--- config.mk ---
export PLATFORM = sky130hd
export DESIGN_NAME = dicfg_top
export DESIGN_NICKNAME = d
export VERILOG_FILES = /design/src/dicfg_pkg.sv /design/src/dicfg_top.sv /design/src/dicfg_seq.sv
export VERILOG_INCLUDE_DIRS = /design/src
export SDC_FILE = /design/constraint.sdc
export NUM_CORES = 1
export LEC_CHECK = 0
export BUFFER_PORTS_ARGS = -buffer_cell sky130_fd_sc_hd__buf_2
export CAP_MARGIN = 10
export CORE_UTILIZATION = 50
export CTS_BUF_LIST = sky130_fd_sc_hd__clkbuf_8
export CTS_CLUSTER_DIAMETER = 30
export DETAILED_ROUTE_END_ITERATION = 8
export PLACE_DENSITY = 0.84
export SETUP_SLACK_MARGIN = 0.02
export SYNTH_ARGS = -nofsm -noshare
export SYNTH_HDL_FRONTEND = slang
export SYNTH_HIERARCHICAL = 1
export SYNTH_SLANG_ARGS = --single-unit
export TNS_END_PERCENT = 30
--- constraint.sdc ---
create_clock -name clk_sys_in -period 2.25 [get_ports clk_sys_in]
set_input_delay 0.225 -clock clk_sys_in [delete_from_list [all_inputs] [get_ports clk_sys_in]]
set_output_delay 0.225 -clock clk_sys_in [all_outputs]
set_load 0.03 [all_outputs]
--- src/dicfg_map.svh ---
// Offsets, field positions, reset values and counts of the drive bring-up configuration bytes.
`ifndef DICFG_MAP_SVH
`define DICFG_MAP_SVH

// ********************************************************************
// Byte offsets in the configuration memory
// ********************************************************************
`define DICFG_OFS_RETRY       8'h07
`define DICFG_OFS_INIT        8'h08
`define DICFG_OFS_PIN         8'h09

// ********************************************************************
// Field positions
// ********************************************************************
`define DICFG_RETRY_BIT       0
`define DICFG_ACTIVE_BIT      7
`define DICFG_FORCE_BIT       6
`define DICFG_SKIP_BIT        5
`define DICFG_LUN_HI          2
`define DICFG_LUN_LO          0
`define DICFG_PIN_BIT         7

// ********************************************************************
// Reset values and counts
// ********************************************************************
`define DICFG_RETRY_RST       1'h0
`define DICFG_FORCE_RST       1'h0
`define DICFG_SKIP_RST        1'h0
`define DICFG_LUN_RST         3'h0
`define DICFG_DRV_RST_CYCLES  16

`endif

--- src/dicfg_pkg.sv ---
// Types shared by the drive bring-up configuration block.
package dicfg_pkg;

  // Bring-up sequencer states.
  typedef enum logic [2:0] {
    DICFG_IDLE,
    DICFG_RESET,
    DICFG_DEVCTL,
    DICFG_FULL,
    DICFG_RUN
  } dicfg_state_t;

  // Logical unit number field.
  typedef logic [2:0] dicfg_lun_t;

endpackage

--- src/dicfg_top.sv ---
// Drive bring-up configuration bytes with their sequencer and pin mirrors.
`timescale 1ns/100ps
`include "dicfg_map.svh"

// What this block does
// - Retry bit one retries packet commands.
// - Init byte bit 7 shows sequencer active.
// - Skip bit: only reset drive, write control.
// - Highest unit number from init bits 2:0.
// - Offset nine bit 7 mirrors enable pin.
// - Alternate mode: disk ready active high.
module dicfg_top #(
  parameter int RST_CYCLES = `DICFG_DRV_RST_CYCLES
) (
  // Clock and reset.
  input  wire logic          clk_sys_in,
  input  wire logic          rst_in,
  // Configuration byte load and read-back.
  input  wire logic          cfg_wr_in,
  input  wire logic          cfg_rd_in,
  input  wire logic [7:0]    cfg_addr_in,
  input  wire logic [7:0]    cfg_wdata_in,
  input  wire logic          cfg_done_in,
  output logic      [7:0]    cfg_rdata_out,
  output logic               cfg_rvalid_out,
  // Pins and neighbouring configuration.
  input  wire logic          ata_enable_pin_level_in,
  input  wire logic          alternate_interface_mode_in,
  input  wire logic          disk_ready_input_in,
  input  wire logic          disk_ready_pol_in,
  input  wire logic          full_init_done_in,
  // Settings and sequencer state for the drive engine.
  output logic               slow_packet_device_retry_out,
  output logic               forced_translation_out,
  output logic               skip_drive_bringup_out,
  output dicfg_pkg::dicfg_lun_t highest_unit_number_out,
  output logic               disk_ready_out,
  output logic               init_active_out,
  output logic               drive_reset_out,
  output logic               devctl_wr_out,
  output logic               full_init_req_out,
  output logic               cmd_enable_out
);
  import dicfg_pkg::*;

  // ********************************************************************
  // Pin synchronisers
  // ********************************************************************
  logic [2:0] pin_s1_q;
  logic [2:0] pin_s2_q;
  wire        en_pin_s = pin_s2_q[0];
  wire        alternate_interface_mode_s  = pin_s2_q[1];
  wire        rdy_s    = pin_s2_q[2];

  // Two stages before any logic looks at an asynchronous pin.
  always_ff @(posedge clk_sys_in) begin
    if (rst_in) begin
      pin_s1_q <= 3'h0;
      pin_s2_q <= 3'h0;
    end else begin
      pin_s1_q <= {disk_ready_input_in, alternate_interface_mode_in, ata_enable_pin_level_in};
      pin_s2_q <= pin_s1_q;
    end
  end

  // ********************************************************************
  // Configuration bytes
  // ********************************************************************
  logic started_q;
  wire  start   = cfg_done_in & ~started_q;
  // Writes are honoured only before bring-up starts, so the settings stay fixed
  // while the sequencer runs on them.
  // The start edge itself already refuses writes, so the sequencer never sees
  // a field change under it.
  wire  wr_open = cfg_wr_in & ~started_q & ~cfg_done_in;
  wire  wr_ret  = wr_open & (cfg_addr_in == `DICFG_OFS_RETRY);
  wire  wr_ini  = wr_open & (cfg_addr_in == `DICFG_OFS_INIT);

  // Reserved bits are not stored, so they always read back as zero.
  always_ff @(posedge clk_sys_in) begin
    if (rst_in) begin
      started_q                    <= 1'b0;
      slow_packet_device_retry_out <= `DICFG_RETRY_RST;
      forced_translation_out       <= `DICFG_FORCE_RST;
      skip_drive_bringup_out       <= `DICFG_SKIP_RST;
      highest_unit_number_out      <= `DICFG_LUN_RST;
    end else begin
      started_q <= started_q | cfg_done_in;
      if (wr_ret) begin
        slow_packet_device_retry_out <= cfg_wdata_in[`DICFG_RETRY_BIT];
      end
      if (wr_ini) begin
        forced_translation_out  <= cfg_wdata_in[`DICFG_FORCE_BIT];
        skip_drive_bringup_out  <= cfg_wdata_in[`DICFG_SKIP_BIT];
        highest_unit_number_out <= cfg_wdata_in[`DICFG_LUN_HI:`DICFG_LUN_LO];
      end
    end
  end

  // ********************************************************************
  // Read-back
  // ********************************************************************
  wire [7:0] rd_ret = {7'h00, slow_packet_device_retry_out};
  wire [7:0] rd_ini = {init_active_out, forced_translation_out, skip_drive_bringup_out,
                       2'h0, highest_unit_number_out};
  wire [7:0] rd_pin = {en_pin_s, 7'h00};
  wire [7:0] rd_mux = (cfg_addr_in == `DICFG_OFS_RETRY) ? rd_ret :
                      (cfg_addr_in == `DICFG_OFS_INIT)  ? rd_ini :
                      (cfg_addr_in == `DICFG_OFS_PIN)   ? rd_pin : 8'h00;

  // Read data one cycle after the strobe; unmapped offsets read zero.
  always_ff @(posedge clk_sys_in) begin
    if (rst_in) begin
      cfg_rdata_out  <= 8'h00;
      cfg_rvalid_out <= 1'b0;
    end else begin
      cfg_rdata_out  <= cfg_rd_in ? rd_mux : 8'h00;
      cfg_rvalid_out <= cfg_rd_in;
    end
  end

  // ********************************************************************
  // Disk ready polarity
  // ********************************************************************
  // The polarity setting has no say in alternate interface mode.
  wire rdy_eff = alternate_interface_mode_s ? rdy_s : (rdy_s ^ disk_ready_pol_in);

  always_ff @(posedge clk_sys_in) begin
    if (rst_in) begin
      disk_ready_out <= 1'b0;
    end else begin
      disk_ready_out <= rdy_eff;
    end
  end

  // ********************************************************************
  // Sequencer
  // ********************************************************************
  dicfg_seq #(
    .RST_CYCLES (RST_CYCLES)
  ) u_seq (
    .clk_sys_in        (clk_sys_in),
    .rst_in            (rst_in),
    .start_in          (start),
    .skip_in           (skip_drive_bringup_out),
    .full_done_in      (full_init_done_in),
    .active_out        (init_active_out),
    .drive_reset_out   (drive_reset_out),
    .devctl_wr_out     (devctl_wr_out),
    .full_init_req_out (full_init_req_out),
    .cmd_enable_out    (cmd_enable_out)
  );

  // ********************************************************************
  // Assertions
  // ********************************************************************
  retry_follows_a: assert property (@(posedge clk_sys_in) disable iff (rst_in)
    wr_ret |=> slow_packet_device_retry_out == $past(cfg_wdata_in[0]))
    else $error("Retry setting did not follow the write.");

  active_bit_a: assert property (@(posedge clk_sys_in) disable iff (rst_in)
    cfg_rd_in && cfg_addr_in == 8'h08 |=> cfg_rdata_out[7] == $past(init_active_out))
    else $error("Active bit read-back is wrong.");

  skip_path_a: assert property (@(posedge clk_sys_in) disable iff (rst_in)
    $rose(devctl_wr_out) && skip_drive_bringup_out |=> cmd_enable_out && !full_init_req_out)
    else $error("Skipped bring-up did not go straight to commands.");

  full_path_a: assert property (@(posedge clk_sys_in) disable iff (rst_in)
    $rose(devctl_wr_out) && !skip_drive_bringup_out |=> full_init_req_out)
    else $error("Normal bring-up skipped full initialization.");

  unit_number_a: assert property (@(posedge clk_sys_in) disable iff (rst_in)
    wr_ini |=> highest_unit_number_out == $past(cfg_wdata_in[2:0]))
    else $error("Unit number did not follow the write.");

  pin_mirror_a: assert property (@(posedge clk_sys_in) disable iff (rst_in)
    cfg_rd_in && cfg_addr_in == 8'h09 |=> cfg_rdata_out == {$past(pin_s2_q[0]), 7'h00})
    else $error("Enable pin mirror read-back is wrong.");

  frozen_cfg_a: assert property (@(posedge clk_sys_in) disable iff (rst_in)
    started_q || cfg_done_in |=> $stable(skip_drive_bringup_out) &&
                                 $stable(highest_unit_number_out))
    else $error("Configuration changed after bring-up start.");

  reset_first_a: assert property (@(posedge clk_sys_in) disable iff (rst_in)
    start |=> drive_reset_out && init_active_out)
    else $error("Bring-up did not start with drive reset.");

  alternate_interface_mode_ready_a: assert property (@(posedge clk_sys_in) disable iff (rst_in)
    alternate_interface_mode_s |=> disk_ready_out == $past(rdy_s))
    else $error("Disk ready not active high in alternate mode.");

endmodule // dicfg_top

--- src/dicfg_seq.sv ---
// Drive bring-up sequencer: reset, device control write, optional full initialization.
`timescale 1ns/100ps
`include "dicfg_map.svh"

module dicfg_seq #(
  parameter int RST_CYCLES = `DICFG_DRV_RST_CYCLES
) (
  // Clock and reset.
  input  wire logic clk_sys_in,
  input  wire logic rst_in,
  // Control from the configuration bank, and full initialization done from the drive.
  input  wire logic start_in,
  input  wire logic skip_in,
  input  wire logic full_done_in,
  // Sequencer outputs, all registered.
  output logic      active_out,
  output logic      drive_reset_out,
  output logic      devctl_wr_out,
  output logic      full_init_req_out,
  output logic      cmd_enable_out
);
  import dicfg_pkg::*;

  // ********************************************************************
  // Parameter check
  // ********************************************************************
  if (RST_CYCLES < 1 || RST_CYCLES > 65535) begin : g_bad_rst
    $error("RST_CYCLES must lie in 1..65535");
  end

  dicfg_state_t state_q, state_d;
  logic [15:0]  cnt_q, cnt_d;
  wire          cnt_done = (cnt_q == 16'(RST_CYCLES - 1));

  // Next state; a skipped bring-up goes straight to command processing after
  // the device control write.
  always_comb begin
    state_d = state_q;
    cnt_d   = 16'h0000;
    case (state_q)
      DICFG_IDLE: begin
        if (start_in) begin
          state_d = DICFG_RESET;
        end
      end
      DICFG_RESET: begin
        cnt_d = cnt_q + 16'h0001;
        if (cnt_done) begin
          state_d = DICFG_DEVCTL;
        end
      end
      DICFG_DEVCTL: begin
        state_d = skip_in ? DICFG_RUN : DICFG_FULL;
      end
      DICFG_FULL: begin
        if (full_done_in) begin
          state_d = DICFG_RUN;
        end
      end
      DICFG_RUN: begin
        state_d = DICFG_RUN;
      end
      default: begin
        state_d = DICFG_IDLE;
      end
    endcase
  end

  // State and registered outputs, decoded from the next state so they line up.
  always_ff @(posedge clk_sys_in) begin
    if (rst_in) begin
      state_q           <= DICFG_IDLE;
      cnt_q             <= 16'h0000;
      active_out        <= 1'b0;
      drive_reset_out   <= 1'b0;
      devctl_wr_out     <= 1'b0;
      full_init_req_out <= 1'b0;
      cmd_enable_out    <= 1'b0;
    end else begin
      state_q           <= state_d;
      cnt_q             <= cnt_d;
      active_out        <= (state_d != DICFG_IDLE) && (state_d != DICFG_RUN);
      drive_reset_out   <= (state_d == DICFG_RESET);
      devctl_wr_out     <= (state_d == DICFG_DEVCTL);
      full_init_req_out <= (state_d == DICFG_FULL);
      cmd_enable_out    <= (state_d == DICFG_RUN);
    end
  end

endmodule // dicfg_seq

==> out/metrics.cfg <==
[die]
die_area_um2 = 3980
rows = 21
core_um2 = 3440
fp.dieH_um = 63.1
start_util_pct = 54.2
io_pins = 47
die_width_um = 63.1

[timing]
period_share_pct = 69.8
setup_viol = 0
tns_ns = 0
hold_viol = 0
fmax_mhz = 637
rsz0062_at_grt = false
skew_ns = 0.00707
whs_ns = 0.128
post-route-min-period_ns = 1.57
drv_slew = 0
setup_ws_ns = 0.680

[clock_tree]
cts_inserted_buffers = 5
h-tree-depth = 2
clockRootBuffer = clkbuf_8
cts_tree = yes
cts_buffer_depth = 2
insertion_delay_ns = 0.30
postCtsSetupBuffers = 0
path_clk_slew_ns = 0.09
cts_hold_buf = 0
post_cts.resized_instances = 0
cts_sinks = 45

[drt]
first_iter_violations = 88
ant_nets = 0
route.detailed.drc = 0
first_pass_iters = 4
vias_per_cell = 5.24
wirelength_mm = 3.22
wl_per_cell_um = 11.7
vias = 1440

[worst_setup_path]
critPathMaxFanout = 10
worstSetupStartpointType = flop
crit_required_ns = 2.47
path_class = flop to flop
end_kind = flop
worstPathArrival_ns = 1.79

[yosys]
seq_area_frac_synth_pct = 48.3
synthCells = 187
avgSynthCellArea_um2 = 9.97
yosysWarnings = 6
yosysUniqueCellTypes = 40
syn_area_um2 = 1860
ys_ff_latch = 45

[global_route]
grt_pass1_vias = 1268
met2_usage_pct = 27.3
grt_pass1_wl_mm = 5.42
top_usage_layer = met2
grt_usage_pct = 17.4
grt_start_max_net_pins = 25
grt_util_met3_pct = 3.99
antenna_found_initial = 0
overflow = 0
use_met1_pct = 22.0

[place]
dp_hpwl_mm = 2.24
portBuffers = 41
placed_area_um2 = 2090
placed_cells = 267
gp_congestion = 0.812
place_ws_ns = 0.702

[cells_and_area]
final_cells = 275
final_core_util_pct = 63.2
nets = 255
n_fill_cell = 293
area_growth_pct = 16.7
drive_gt1_share_pct = 25.3
diodes = 0
final_area_um2 = 2180

[run]
maxCapViolCount = 0

[power]
p_total_mw = 1.40
p_per_area_nw_per_um2 = 644
p_leak_nw = 0.849
vdd_drop_max_mv = 0.393

[min_path]
hold_path.class = primary input to flop

[status]
status = complete, no violations

worst paths after layout:
check / startpoint / end / slack (ns) / depth (start not counted)
min: disk_ready_input_in / pin_s1_q[2]$_SDFF_PP0_ / 0.13 / 2
max: u_seq/cnt_q[0]$_SDFF_PP0_ / u_seq/cnt_q[8]$_SDFF_PP0_ / 0.68 / 4
max reg2reg: u_seq/cnt_q[0]$_SDFF_PP0_ / u_seq/cnt_q[8]$_SDFF_PP0_ / 0.68 / 4
min reg2reg: pin_s1_q[1]$_SDFF_PP0_ / pin_s2_q[1]$_SDFF_PP0_ / 0.44 / 1
layout by cell type (no fill, tap or decap), drive strengths merged:
| cell type | Yosys | final |
|---|---|---|
| nand3b | 1 | 1 |
| inv | 3 | 4 |
| conb | 1 | 2 |
| clkinvlp | 0 | 1 |
| and4 | 1 | 1 |
| xnor2 | 3 | 3 |
| or4 | 7 | 7 |
| buf | 6 | 42 |
| and4b | 1 | 1 |
| xor2 | 1 | 1 |
| nand4 | 4 | 4 |
| a21boi | 1 | 1 |
| a211oi | 1 | 1 |
| o21ai | 3 | 3 |
| o31ai | 4 | 4 |
| mux2i | 13 | 13 |
| and3 | 2 | 2 |
| ha | 1 | 1 |
| clkbuf | 3 | 5 |
| nor4b | 2 | 2 |
| a22oi | 1 | 1 |
| nor2b | 12 | 12 |
| dfxtp | 45 | 45 |
| and2 | 6 | 6 |
| clkinv | 0 | 1 |
| nor4 | 8 | 8 |
| nand3 | 6 | 6 |
| a21oi | 8 | 8 |
| nor2 | 9 | 9 |
| o311a | 1 | 1 |
| or3 | 2 | 2 |
| nand2 | 10 | 10 |
| nand4b | 1 | 1 |
| nand2b | 18 | 18 |
| a21o | 2 | 2 |
cell families (layout without fill, tap and decap cells):
family	after synthesis	count (layout)	synth area share (%)
AND/OR/NAND/NOR	90	90	31.3
flip-flops	45	45	48.3
AO/OA/AOI/OAI	21	21	7.18
multiplexers	13	13	6.98
buffers and inverters	12	53	3.42
XOR/XNOR	4	4	1.88
adder cells (fa/ha/maj)	1	1	0.671
other	1	2	0.201
synth_stat cells (all sizes together):
| library cell | instances | share of area (%) |
|---|---|---|
| dfxtp | 45 | 48 |
| nand2b | 18 | 6.0 |
| mux2i | 13 | 7.0 |
| nor2b | 12 | 4.0 |
| nand2 | 10 | 2.0 |
| nor2 | 9 | 1.8 |
| a21oi | 8 | 2.1 |
| nor4 | 8 | 4.3 |
| or4 | 7 | 3.0 |
| and2 | 6 | 2.0 |
| buf | 6 | 2.2 |
| nand3 | 6 | 1.9 |
| nand4 | 4 | 1.3 |
| o31ai | 4 | 1.6 |
| clkbuf | 3 | 0.60 |
| inv | 3 | 0.60 |
| o21ai | 3 | 0.81 |
| xnor2 | 3 | 1.4 |
| a21o | 2 | 0.87 |
| and3 | 2 | 0.74 |
| nor4b | 2 | 1.6 |
| or3 | 2 | 0.67 |
| a211oi | 1 | 0.40 |
| a21boi | 1 | 0.40 |
| a22oi | 1 | 0.40 |
| and4 | 1 | 0.47 |
| and4b | 1 | 0.54 |
| conb | 1 | 0.20 |
| ha | 1 | 0.67 |
| nand3b | 1 | 0.40 |
| nand4b | 1 | 0.47 |
| o311a | 1 | 0.54 |
| xor2 | 1 | 0.47 |
registers in the layout, summed over array words and instances, names as in the netlist, 3 cells and up:
register                 flops
u_seq/cnt_q                 16
cfg_rdata_out                6
highest_unit_number_out      3
pin_s1_q                     3
pin_s2_q                     3
u_seq/state_q                3
cell type report:
type                            instances  area (µm²)  area share [%]
Clock buffer                            5        68.8            3.16
Clock inverter                          3        21.3           0.978
Tap cell                               46        57.6            2.65
Inverter                                3        11.3           0.518
Multi-Input combinational cell        131         903            41.5
Sequential cell                        45         901            41.4
Timing Repair Buffer                   42         213            9.78
worst max-delay path, cell delays in order, from the launching register on:
cell and delay [ns]:
dfxtp_1 0.37, ha_1 0.22, nand3_2 0.22, or4_1 0.55, a21oi_1 0.15
report_power, final:
part | internal (mW) | switching (mW) | leakage (nW)
Combinational | 0.0394 | 0.0508 | 0.439
Sequential | 0.810 | 0.00857 | 0.365
Clock | 0.220 | 0.273 | 0.0445
per-layer routing:
layer	vias to the layer above	share of wire, %
met3	6	4.0
li1	735	-
met4	0	2.0
met2	33	45
met5	-	0
met1	666	49
Note: power is estimated with default switching activity, not from simulation.
